## src/serial_unit_pkg.sv

```systemverilog
/*
 * Constants for the serial unit register block in two-wire mode.
 * Assumes register indices are word indices on a 32-bit classic Wishbone bus.
 */
`default_nettype none
package serial_unit_pkg;
    // Register indices; the byte address is four times the index.
    localparam logic [7:0] IDX_CONTROL_ONE = 8'he9;
    localparam logic [7:0] IDX_CONTROL_TWO = 8'hea;
    localparam logic [7:0] IDX_CONTROL_THREE = 8'heb;
    localparam logic [7:0] IDX_CONTROL_FOUR = 8'hec;
    localparam logic [7:0] IDX_OWN_SLAVE_ADDRESS = 8'hed;
    localparam logic [7:0] IDX_STATUS_ONE = 8'hf1;
    localparam logic [7:0] IDX_STATUS_TWO = 8'hf2;
    localparam logic [7:0] IDX_BAUD_DIVIDER = 8'hf3;
    localparam logic [7:0] IDX_SDA_HOLD_TIME = 8'hf4;
    localparam logic [7:0] IDX_DATA_BUFFER = 8'hf5;
    localparam logic [7:0] IDX_SCL_LOW_PERIOD = 8'hf6;
    localparam logic [7:0] IDX_SCL_HIGH_PERIOD = 8'hf7;
    localparam logic [7:0] IDX_IRQ_STATUS = 8'hf8;
    localparam logic [7:0] IDX_IRQ_MASK = 8'hf9;
    localparam logic [7:0] IDX_PIN_STATE = 8'hfa;
    // Values after reset.
    localparam logic [7:0] RST_ZERO = 8'h00;
    localparam logic [7:0] RST_STATUS_ONE = 8'h80;
    localparam logic [7:0] RST_BAUD_DIVIDER = 8'hff;
    localparam logic [7:0] RST_SDA_HOLD_TIME = 8'h01;
    localparam logic [7:0] RST_SCL_PERIOD = 8'h3f;
    // Field positions.
    localparam int CTL1_MODE_HI = 7;
    localparam int CTL1_MODE_LO = 6;
    localparam int CTL2_ENABLE_BIT = 1;
    localparam int CTL4_MASTER_BIT = 0;
    localparam int CTL4_ACK_BIT = 1;
    localparam int ST1_DRE_BIT = 7;
    localparam int ST2_SSEL_BIT = 0;
    localparam int ST2_TEND_BIT = 1;
    localparam int ST2_STOP_BIT = 2;
    localparam int SAR_GCALL_BIT = 0;
    // Operating modes.
    localparam logic [1:0] MODE_ASYNC = 2'b00;
    localparam logic [1:0] MODE_I2C = 2'b10;
    localparam logic [1:0] MODE_SPI = 2'b11;
    // Cycle counts.
    localparam logic [8:0] HOLD_EXTRA = 9'h002;
    localparam logic [9:0] PERIOD_EXTRA = 10'h002;
    localparam logic [3:0] BITS_PER_BYTE = 4'h8;
    localparam logic [4:0] SPI_EDGES = 5'h10;

    typedef enum logic [1:0] {
        SL_IDLE = 2'b00,
        SL_ADDR = 2'b01,
        SL_DATA = 2'b10,
        SL_ACK = 2'b11
    } slave_state_t;
endpackage : serial_unit_pkg
`default_nettype wire

```

## src/serial_unit_i2c.sv

```systemverilog
/*
 * Serial unit in two-wire mode: registers on classic Wishbone, open-drain pins,
 * master clock generation, slave address match, SDA hold timing and interrupts.
 * Assumes external pull-ups and a pad ring that resolves the open-drain enables.
 */
// Register access over Wishbone was chosen for this implementation.
`timescale 1ns/10ps
`default_nettype none
module serial_unit_i2c
    import serial_unit_pkg::*;
(
    // Clock and reset.
    input wire logic core_clk_in,
    input wire logic sys_rst_in,
    // Wishbone slave.
    input wire logic wb_cyc_in,
    input wire logic wb_stb_in,
    input wire logic wb_we_in,
    input wire logic [9:0] wb_adr_in,
    input wire logic [3:0] wb_sel_in,
    input wire logic [31:0] wb_dat_in,
    output logic [31:0] wb_dat_out,
    output logic wb_ack_out,
    // Two-wire pins, open drain.
    input wire logic scl_in,
    output logic scl_out,
    output logic scl_oe_out,
    input wire logic sda_in,
    output logic sda_out,
    output logic sda_oe_out,
    // Port control.
    input wire logic pin_function_in,
    input wire logic pullup_enable_in,
    output logic scl_pullup_out,
    output logic sda_pullup_out,
    // Other modes and interrupt.
    output logic spi_serial_clock_out,
    output logic baud_tick_out,
    output logic irq_out
);
    logic [7:0] ctl1_q, ctl1_d, ctl2_q, ctl2_d, ctl3_q, ctl3_d, ctl4_q, ctl4_d;
    logic [7:0] sar_q, sar_d, st1_q, st1_d, st2_q, st2_d, baud_q, baud_d;
    logic [7:0] hold_q, hold_d, rxbuf_q, rxbuf_d, scl_low_q, scl_low_d, scl_high_q, scl_high_d;
    logic [7:0] irq_st_q, irq_st_d, irq_mask_q, irq_mask_d;
    logic [31:0] rdat_d;
    logic ack_d, wb_take, wr_en;
    logic [7:0] idx, wbyte;
    logic [1:0] pin_s1_q, pin_s2_q, pin_s3_q, pin_f_q, pin_f_d;
    slave_state_t slv_q, slv_d;
    logic [7:0] shift_q, shift_d, tx_shift_q, tx_shift_d;
    logic [3:0] bit_cnt_q, bit_cnt_d, tx_cnt_q, tx_cnt_d;
    logic [8:0] hold_cnt_q, hold_cnt_d;
    logic [9:0] scl_cnt_q, scl_cnt_d;
    logic scl_gen_q, scl_gen_d, sda_oe_d, scl_oe_d, tx_low_q, tx_low_d;
    logic [7:0] baud_cnt_q, baud_cnt_d;
    logic spi_busy_q, spi_busy_d, spi_clk_q, spi_clk_d, baud_tick_d;
    logic [4:0] spi_edges_q, spi_edges_d;
    logic [2:0] ev_set;
    logic i2c_on, master_run, ack_en, scl_rise, scl_fall, start_w, stop_w, addr_hit;
    logic data_wr, sda_low_want, spi_master, async_on;

    assign idx = wb_adr_in[9:2];
    assign wbyte = wb_dat_in[7:0];
    assign wb_take = wb_cyc_in & wb_stb_in & ~wb_ack_out;
    assign wr_en = wb_take & wb_we_in & wb_sel_in[0];
    assign data_wr = wr_en & (idx == IDX_DATA_BUFFER);
    assign i2c_on = (ctl1_q[CTL1_MODE_HI:CTL1_MODE_LO] == MODE_I2C) & ctl2_q[CTL2_ENABLE_BIT] & pin_function_in;
    assign async_on = (ctl1_q[CTL1_MODE_HI:CTL1_MODE_LO] == MODE_ASYNC) & ctl2_q[CTL2_ENABLE_BIT];
    assign spi_master = (ctl1_q[CTL1_MODE_HI:CTL1_MODE_LO] == MODE_SPI) & ctl2_q[CTL2_ENABLE_BIT]
        & ctl4_q[CTL4_MASTER_BIT];
    assign master_run = i2c_on & ctl4_q[CTL4_MASTER_BIT];
    assign ack_en = ctl4_q[CTL4_ACK_BIT];
    // Pull-up follows the port control setting only.
    assign scl_pullup_out = pullup_enable_in;
    assign sda_pullup_out = pullup_enable_in;
    // Open-drain pins only ever pull low.
    assign scl_out = 1'b0;
    assign sda_out = 1'b0;
    assign irq_out = |(irq_st_q & irq_mask_q);

    // Pin edge and condition detection on the filtered latch.
    assign scl_rise = ~pin_f_q[0] & pin_f_d[0];
    assign scl_fall = pin_f_q[0] & ~pin_f_d[0];
    assign start_w = pin_f_q[0] & pin_f_d[0] & pin_f_q[1] & ~pin_f_d[1];
    assign stop_w = pin_f_q[0] & pin_f_d[0] & ~pin_f_q[1] & pin_f_d[1];
    // Own address, baud divider used as address, or general call.
    assign addr_hit = (shift_q[7:1] == sar_q[7:1]) | (shift_q[7:1] == baud_q[7:1])
        | (sar_q[SAR_GCALL_BIT] & (shift_q[7:1] == 7'h00));

    // Register file and bus answers.
    always_comb
    begin
        ctl1_d = ctl1_q;
        ctl2_d = ctl2_q;
        ctl3_d = ctl3_q;
        ctl4_d = ctl4_q;
        sar_d = sar_q;
        st1_d = st1_q;
        baud_d = baud_q;
        hold_d = hold_q;
        scl_low_d = scl_low_q;
        scl_high_d = scl_high_q;
        irq_mask_d = irq_mask_q;
        st2_d = st2_q;
        irq_st_d = irq_st_q;
        if (wr_en)
        begin
            case (idx)
                IDX_CONTROL_ONE: ctl1_d = wbyte;
                IDX_CONTROL_TWO: ctl2_d = wbyte;
                IDX_CONTROL_THREE: ctl3_d = wbyte;
                IDX_CONTROL_FOUR: ctl4_d = wbyte;
                IDX_OWN_SLAVE_ADDRESS: sar_d = wbyte;
                IDX_STATUS_ONE: st1_d = {st1_q[ST1_DRE_BIT], wbyte[6:0]};
                IDX_STATUS_TWO: st2_d = st2_q & wbyte;
                IDX_BAUD_DIVIDER: baud_d = wbyte;
                IDX_SDA_HOLD_TIME: hold_d = wbyte;
                IDX_SCL_LOW_PERIOD: scl_low_d = wbyte;
                IDX_SCL_HIGH_PERIOD: scl_high_d = wbyte;
                IDX_IRQ_STATUS: irq_st_d = irq_st_q & ~wbyte;
                IDX_IRQ_MASK: irq_mask_d = wbyte;
                default: ;
            endcase
        end
        // Hardware events win over a clear in the same cycle.
        st2_d = st2_d | {5'h00, ev_set};
        irq_st_d = irq_st_d | {5'h00, ev_set};
        // Empty flag clears on a data write and sets when the byte has gone out.
        if (data_wr)
        begin
            st1_d[ST1_DRE_BIT] = 1'b0;
        end
        if (((tx_cnt_q == 4'h1) & master_run & scl_fall)
            | (spi_busy_q & (spi_edges_q == 5'h01) & (baud_cnt_q == 8'h00)))
        begin
            st1_d[ST1_DRE_BIT] = 1'b1;
        end
        rdat_d = 32'h0000_0000;
        case (idx)
            IDX_CONTROL_ONE: rdat_d[7:0] = ctl1_q;
            IDX_CONTROL_TWO: rdat_d[7:0] = ctl2_q;
            IDX_CONTROL_THREE: rdat_d[7:0] = ctl3_q;
            IDX_CONTROL_FOUR: rdat_d[7:0] = ctl4_q;
            IDX_OWN_SLAVE_ADDRESS: rdat_d[7:0] = sar_q;
            IDX_STATUS_ONE: rdat_d[7:0] = st1_q;
            IDX_STATUS_TWO: rdat_d[7:0] = st2_q;
            IDX_BAUD_DIVIDER: rdat_d[7:0] = baud_q;
            IDX_SDA_HOLD_TIME: rdat_d[7:0] = hold_q;
            IDX_DATA_BUFFER: rdat_d[7:0] = rxbuf_q;
            IDX_SCL_LOW_PERIOD: rdat_d[7:0] = scl_low_q;
            IDX_SCL_HIGH_PERIOD: rdat_d[7:0] = scl_high_q;
            IDX_IRQ_STATUS: rdat_d[7:0] = irq_st_q;
            IDX_IRQ_MASK: rdat_d[7:0] = irq_mask_q;
            IDX_PIN_STATE: rdat_d[1:0] = pin_f_q;
            default: rdat_d = 32'h0000_0000;
        endcase
        if (!wb_take || wb_we_in)
        begin
            rdat_d = wb_dat_out;
        end
        ack_d = wb_take;
    end

    always_ff @(posedge core_clk_in or posedge sys_rst_in)
    begin
        if (sys_rst_in)
        begin
            ctl1_q <= RST_ZERO;
            ctl2_q <= RST_ZERO;
            ctl3_q <= RST_ZERO;
            ctl4_q <= RST_ZERO;
            sar_q <= RST_ZERO;
            st1_q <= RST_STATUS_ONE;
            st2_q <= RST_ZERO;
            baud_q <= RST_BAUD_DIVIDER;
            hold_q <= RST_SDA_HOLD_TIME;
            scl_low_q <= RST_SCL_PERIOD;
            scl_high_q <= RST_SCL_PERIOD;
            irq_st_q <= RST_ZERO;
            irq_mask_q <= RST_ZERO;
            wb_dat_out <= 32'h0000_0000;
            wb_ack_out <= 1'b0;
        end
        else
        begin
            ctl1_q <= ctl1_d;
            ctl2_q <= ctl2_d;
            ctl3_q <= ctl3_d;
            ctl4_q <= ctl4_d;
            sar_q <= sar_d;
            st1_q <= st1_d;
            st2_q <= st2_d;
            baud_q <= baud_d;
            hold_q <= hold_d;
            scl_low_q <= scl_low_d;
            scl_high_q <= scl_high_d;
            irq_st_q <= irq_st_d;
            irq_mask_q <= irq_mask_d;
            wb_dat_out <= rdat_d;
            wb_ack_out <= ack_d;
        end
    end

    // Link side: pin filter, slave engine, master clock, hold timer, baud counter.
    always_comb
    begin
        pin_f_d = ((pin_s2_q ~^ pin_s3_q) & pin_s3_q) | ((pin_s2_q ^ pin_s3_q) & pin_f_q);
        slv_d = slv_q;
        shift_d = shift_q;
        bit_cnt_d = bit_cnt_q;
        rxbuf_d = rxbuf_q;
        ev_set = 3'b000;
        if (!i2c_on)
        begin
            slv_d = SL_IDLE;
        end
        else if (start_w)
        begin
            slv_d = SL_ADDR;
            bit_cnt_d = 4'h0;
        end
        else if (stop_w)
        begin
            ev_set[ST2_STOP_BIT] = (slv_q == SL_DATA) | (slv_q == SL_ACK);
            slv_d = SL_IDLE;
        end
        else
        begin
            case (slv_q)
                SL_IDLE: ;
                SL_ADDR, SL_DATA:
                begin
                    if (scl_rise && bit_cnt_q != BITS_PER_BYTE)
                    begin
                        shift_d = {shift_q[6:0], pin_f_q[1]};
                        bit_cnt_d = bit_cnt_q + 4'h1;
                    end
                    else if (scl_fall && bit_cnt_q == BITS_PER_BYTE)
                    begin
                        if (slv_q == SL_ADDR)
                        begin
                            // Match with acknowledge selects the slave.
                            ev_set[ST2_SSEL_BIT] = addr_hit & ack_en;
                            slv_d = (addr_hit & ack_en) ? SL_ACK : SL_IDLE;
                        end
                        else
                        begin
                            rxbuf_d = shift_q;
                            ev_set[ST2_TEND_BIT] = 1'b1;
                            slv_d = SL_ACK;
                        end
                    end
                end
                SL_ACK:
                begin
                    if (scl_fall)
                    begin
                        slv_d = SL_DATA;
                        bit_cnt_d = 4'h0;
                    end
                end
                default: slv_d = SL_IDLE;
            endcase
        end
        // Master clock: reload at each edge, run only as master.
        scl_gen_d = scl_gen_q;
        scl_cnt_d = scl_cnt_q;
        if (!master_run)
        begin
            scl_gen_d = 1'b1;
            scl_cnt_d = {scl_high_q, 2'b00} + PERIOD_EXTRA - 10'h001;
        end
        else if (scl_cnt_q == 10'h000)
        begin
            scl_gen_d = ~scl_gen_q;
            scl_cnt_d = (scl_gen_q ? {scl_low_q, 2'b00} : {scl_high_q, 2'b00}) + PERIOD_EXTRA - 10'h001;
        end
        else
        begin
            scl_cnt_d = scl_cnt_q - 10'h001;
        end
        // Transmit shifter takes the data buffer write.
        tx_shift_d = tx_shift_q;
        tx_cnt_d = tx_cnt_q;
        if (data_wr)
        begin
            tx_shift_d = wbyte;
            tx_cnt_d = BITS_PER_BYTE;
        end
        else if (master_run && scl_fall && tx_cnt_q != 4'h0)
        begin
            tx_shift_d = {tx_shift_q[6:0], 1'b1};
            tx_cnt_d = tx_cnt_q - 4'h1;
        end
        // The top bit is latched before the shift, so the byte leaves MSB first.
        tx_low_d = tx_low_q;
        if (!master_run)
        begin
            tx_low_d = 1'b0;
        end
        else if (scl_fall)
        begin
            tx_low_d = (tx_cnt_q != 4'h0) & ~tx_shift_q[7];
        end
        sda_low_want = (slv_q == SL_ACK & ack_en) | (master_run & tx_low_q);
        // Hold timer restarts at each SCL fall; SDA moves when it expires.
        hold_cnt_d = hold_cnt_q;
        sda_oe_d = sda_oe_out;
        if (i2c_on && scl_fall)
        begin
            hold_cnt_d = {1'b0, hold_q} + HOLD_EXTRA;
        end
        else if (hold_cnt_q != 9'h000)
        begin
            hold_cnt_d = hold_cnt_q - 9'h001;
        end
        if (!i2c_on)
        begin
            sda_oe_d = 1'b0;
        end
        else if (hold_cnt_q == 9'h001)
        begin
            sda_oe_d = sda_low_want;
        end
        // Stretch in the acknowledge state while any status two source is set, or master low phase.
        scl_oe_d = i2c_on & (((slv_q == SL_ACK) & (st2_q != 8'h00)) | (master_run & ~scl_gen_q));
        // Baud counter times async bits and the SPI clock.
        baud_cnt_d = baud_cnt_q;
        spi_busy_d = spi_busy_q;
        spi_edges_d = spi_edges_q;
        spi_clk_d = spi_clk_q;
        baud_tick_d = 1'b0;
        if (spi_master && data_wr)
        begin
            spi_busy_d = 1'b1;
            spi_edges_d = SPI_EDGES;
            baud_cnt_d = baud_q;
        end
        else if (async_on || spi_busy_q)
        begin
            if (baud_cnt_q == 8'h00)
            begin
                baud_cnt_d = baud_q;
                baud_tick_d = async_on;
                if (spi_busy_q)
                begin
                    spi_clk_d = ~spi_clk_q;
                    spi_edges_d = spi_edges_q - 5'h01;
                    spi_busy_d = spi_edges_q != 5'h01;
                end
            end
            else
            begin
                baud_cnt_d = baud_cnt_q - 8'h01;
            end
        end
    end

    always_ff @(posedge core_clk_in or posedge sys_rst_in)
    begin
        if (sys_rst_in)
        begin
            pin_s1_q <= 2'b11;
            pin_s2_q <= 2'b11;
            pin_s3_q <= 2'b11;
            pin_f_q <= 2'b11;
            slv_q <= SL_IDLE;
            shift_q <= 8'h00;
            bit_cnt_q <= 4'h0;
            rxbuf_q <= 8'h00;
            scl_gen_q <= 1'b1;
            scl_cnt_q <= 10'h000;
            tx_shift_q <= 8'h00;
            tx_cnt_q <= 4'h0;
            tx_low_q <= 1'b0;
            hold_cnt_q <= 9'h000;
            sda_oe_out <= 1'b0;
            scl_oe_out <= 1'b0;
            baud_cnt_q <= 8'h00;
            spi_busy_q <= 1'b0;
            spi_edges_q <= 5'h00;
            spi_clk_q <= 1'b0;
            baud_tick_out <= 1'b0;
        end
        else
        begin
            pin_s1_q <= {sda_in, scl_in};
            pin_s2_q <= pin_s1_q;
            pin_s3_q <= pin_s2_q;
            pin_f_q <= pin_f_d;
            slv_q <= slv_d;
            shift_q <= shift_d;
            bit_cnt_q <= bit_cnt_d;
            rxbuf_q <= rxbuf_d;
            scl_gen_q <= scl_gen_d;
            scl_cnt_q <= scl_cnt_d;
            tx_shift_q <= tx_shift_d;
            tx_cnt_q <= tx_cnt_d;
            tx_low_q <= tx_low_d;
            hold_cnt_q <= hold_cnt_d;
            sda_oe_out <= sda_oe_d;
            scl_oe_out <= scl_oe_d;
            baud_cnt_q <= baud_cnt_d;
            spi_busy_q <= spi_busy_d;
            spi_edges_q <= spi_edges_d;
            spi_clk_q <= spi_clk_d;
            baud_tick_out <= baud_tick_d;
        end
    end
    assign spi_serial_clock_out = spi_clk_q;
endmodule : serial_unit_i2c
`default_nettype wire

```

## config.mk

```make
export PLATFORM = sky130hd
export DESIGN_NAME = serial_unit_i2c
export DESIGN_NICKNAME = d
export VERILOG_FILES = /design/src/serial_unit_pkg.sv /design/src/serial_unit_i2c.sv
export SDC_FILE = /design/constraint.sdc
export NUM_CORES = 1
export LEC_CHECK = 0
export BUFFER_PORTS_ARGS = -buffer_cell sky130_fd_sc_hd__buf_2
export CAP_MARGIN = 20
export CORE_UTILIZATION = 59
export CTS_CLUSTER_SIZE = 24
export DETAILED_ROUTE_END_ITERATION = 10
export GPL_ROUTABILITY_DRIVEN = 0
export PLACE_DENSITY = 0.79
export SETUP_SLACK_MARGIN = 0.2
export SYNTH_ARGS = -nofsm -noshare
export SYNTH_HDL_FRONTEND = slang
export SYNTH_SLANG_ARGS = --single-unit
```

## constraint.sdc

```tcl
create_clock -name core_clk_in -period 10.2 [get_ports core_clk_in]
set_clock_uncertainty 0.2 [all_clocks]
set_input_delay 0.51 -clock core_clk_in [delete_from_list [all_inputs] [get_ports core_clk_in]]
set_output_delay 0.51 -clock core_clk_in [all_outputs]
set_load 0.005 [all_outputs]
```

==> metrics.md <==
| Metric | Value |
|---|---|
| Clock latency on the worst-skew pair | `about 0.45 ns` |
| Yosys top cell by area | `dfrtp_1` |
| Initial DRC Count | `980` |
| Run status | `completed` |
| Crit-path leading delay family | `simple AND/OR/NAND/NOR gates` |
| DP HPWL | `18200 µm` |
| Max cap viols | `0` |
| CTS HTree Levels | `4` |
| CP max FO | `9` |
| Vias in the first global route | `7382` |
| Nets | `1036` |
| Crit path time final | `2.86 ns` |
| CTS Buf Count | `17` |
| CTS Hold Bufs | `2` |
| Leakage power | `5.09 nW` |
| I/O pin count | `between 90 and 100` |
| CTS tree | `yes` |
| WHS | `0.00498 ns` |
| Critical Path Max Stage Delay | `0.53 ns` |
| PD cells | `139 mW/mm²` |
| Top_reg_cell synth | `dfrtp_1` |
| Worst reg2reg path depth | `6` |
| Vias per inst | `approximately 6.5` |
| Initial antenna violation count | `0` |
| Register area share after synthesis | `~47%` |
| Clk root buf | `clkbuf_16` |
| Initial core utilization | `between 60% and 70%` |
| Clock Tree Buf Depth | `2` |
| Worst-path cell chain | `ha_1 > or3b_1 > nor2_2 > nand2_1 > nor2_4 > mux2_2` |
| Met2 usage | `47.6%` |
| Crit Path Class | `register to register` |
| Gate Count Post-Synth | `between 900 and 1000` |
| CP Launch Type | `register` |
| Top flop regs | `scl_cnt_q x10, hold_cnt_q x9` |
| Full die area | `0.0180 mm²` |
| EDFF count, synth | `0` |
| Drt pass-1 iters | `6` |
| Core box area | `0.0168 mm²` |
| CP Capture Type | `register` |
| Share of cells above drive strength 1 | `24.5%` |
| Critical Path RT | `slightly above 10 ns` |
| M3 GR Usage | `6.65%` |
| Gr busiest metal | `met2` |
| Die height | `between 100 and 150 µm` |
| Worst R2R Setup Slack | `7.34 ns` |
| Worst min-delay path category | `primary input to async pin` |
| Clock Sinks | `194` |
| CP startpoint | `pin_s2_q[0]$_DFF_PP1_` |
| Clock-pin slew on the worst setup and hold paths | `0.07 ns` |
| First-pass GRT wire length | `between 40000 and 50000 µm` |
| Final hold viol count | `0` |
| Grt ovf | `0` |
| Wirelength per Cell | `22.2 µm` |
| All-Layer GR Usage | `between 30% and 40%` |
| Ant diodes | `0` |
| Tcrit/Tclk final | `about 28%` |
| Area delta synth->final | `7.54%` |
| PostCTS Resize Cnt | `0` |
| Final setup vio count | `0` |
| Post-synth top area share | `around two fifths` |
| Slew of the pin with the lowest slew margin | `0.914 ns` |
| Via count | `7837` |
| Number of flip-flops in the largest register | `10` |
| Crit path depth | `6` |
| Largest net degree at the start of global routing | `124` |
| Critical Path End | `rxbuf_q[6]$_DFFE_PP0P_` |
| Fmax | `roughly 350 MHz` |
| Met1 usage | `41.9%` |
| Post-Syn Area | `0.0103 mm²` |
| RSZ-0062 raised after global routing | `no` |
| DRT Wirelength | `26500 µm` |
| Port Buffer Count | `38` |
| CP bufs+invs | `0` |
| R2R Path End | `rxbuf_q[6]$_DFFE_PP0P_` |
| Worst r2r src | `pin_s2_q[0]$_DFF_PP1_` |
| Post-DRT Antenna Nets | `0` |
| Crit path DAT | `2.99 ns` |
| Worst-path cell with the longest stage delay | `dfstp_2` |
| Async SR Flop Fraction | `100%` |
| Yosys reg bits | `194` |
| Ranking of synthesized cells by area | `dfrtp_1 (40%), mux2_2 (12%), dfstp_2 (7.9%)` |
| Max-slew violation count | `0` |
| Die Width | `134 µm` |
| Largest Register | `scl_cnt_q` |
| Max VDD drop | `0.000131 V` |
| Warnings from Yosys | `0` |
| Setup TNS | `0 ns` |
| Post-Place Cells | `approximately 1200` |
| Worst slew margin | `38.8%` |
| Row cnt | `47` |
| DRC | `0` |
| Syn avg cell area | `10.9 µm²` |
| Synth cell types | `85` |
| Post-CTS Setup Repair Bufs | `0` |
| Finished Layout Cells | `1197` |
how the worst min path moves through the flow:
stage | start | endpoint | slack [ns] | cells past startpoint
4_1_cts | sys_rst_in | tx_cnt_q[0]$_DFFE_PP0P_ | 0.08 | 2
6_report | sys_rst_in | bit_cnt_q[3]$_DFFE_PP0P_ | 0.005 | 2
3_5_place_dp | pin_s1_q[1]$_DFF_PP1_ | pin_s2_q[1]$_DFF_PP1_ | 0.15 | 0
5_1_grt | sys_rst_in | tx_cnt_q[1]$_DFFE_PP0P_ | 0.13 | 2
2_1_floorplan | pin_s1_q[0]$_DFF_PP1_ | pin_s2_q[0]$_DFF_PP1_ | 0.15 | 0
3_3_place_gp | pin_s1_q[0]$_DFF_PP1_ | pin_s2_q[0]$_DFF_PP1_ | 0.15 | 0
cell type report:
class                           instances  area, µm²
Tap cell                              220        275
Inverter                               25        101
Sequential cell                       194       4890
Fill cell                            1298       5720
Multi-Input combinational cell        682       5010
Clock inverter                         14        144
Timing Repair Buffer                   44        240
Clock buffer                           18        429
power by group:
part	switching, mW	leakage, nW	total (mW)	internal (mW)
combinational	0.0622	2.31	0.0873	0.0251
sequential	0.00722	2.51	0.785	0.778
clock	0.320	0.274	0.665	0.345
total	0.390	5.09	1.54	1.15
through the flow:
stage | instance area [µm²] | setup slack (ns) | power, mW | util, %
6_report | 11100 | 7.34 | 1.54 | 66.0
5_1_grt | 11100 | 7.20 | 1.58 | 66.0
4_1_cts | 11100 | 7.34 | 1.54 | 66.0
3_5_place_dp | 10500 | 6.94 | 0.885 | 62.5
3_3_place_gp | 10500 | 7.00 | 0.883 | 62.5
2_1_floorplan | 10400 | 4.26 | 0.864 | -
kinds of logic (layout without fill, tap and decap cells):
group / Yosys count / count (layout) / synth area share [%]
AOI/OAI and AO/OA: 178 / 178 / 11.7
xor gates and xnor gates: 35 / 35 / 2.97
adders and majority gates: 18 / 18 / 2.16
buffers and inverters: 97 / 101 / 4.90
DFF: 194 / 194 / 47.4
muxes: 147 / 147 / 16.0
other: 1 / 26 / 0.0363
and+or+nand+nor: 278 / 278 / 14.8
layout by cell type, fill, tap and decap left out, types with 8 or more instances in the layout:
cell,netlist,final
a31oi_1,12,12
nor3_1,15,15
nand4_1,10,10
a21oi_1,34,34
clkbuf_16,0,17
nand2b_1,8,8
nand3_1,28,28
ha_1,17,17
xor2_1,10,10
xnor2_1,25,25
mux2_2,112,112
buf_2,17,38
inv_1,24,23
mux2i_1,31,31
nor2_1,48,48
dfrtp_1,163,163
conb_1,1,26
nor4_1,14,14
and3_1,13,13
o21a_1,8,8
nand2_1,72,72
dfstp_2,31,31
o21ai_0,37,37
nand3b_1,8,8
layer usage:
metal	wire length [µm]	part of all wire (%)
met5	0	0
met1	11200	42
met2	12300	46
met4	901	3.4
met3	2140	8.1
cells in the mapped netlist, types with 22 or more instances:
cell and n:
nand3_1 28, dfrtp_1 163, mux2_2 112, inv_1 24, clkbuf_1 22, dfstp_2 31
xnor2_1 25, o21ai_0 37, nor2_1 48, mux2i_1 31, nand2_1 72, buf_4 30
a21oi_1 34
No activity file was read; power rests on OpenSTA's default activity.
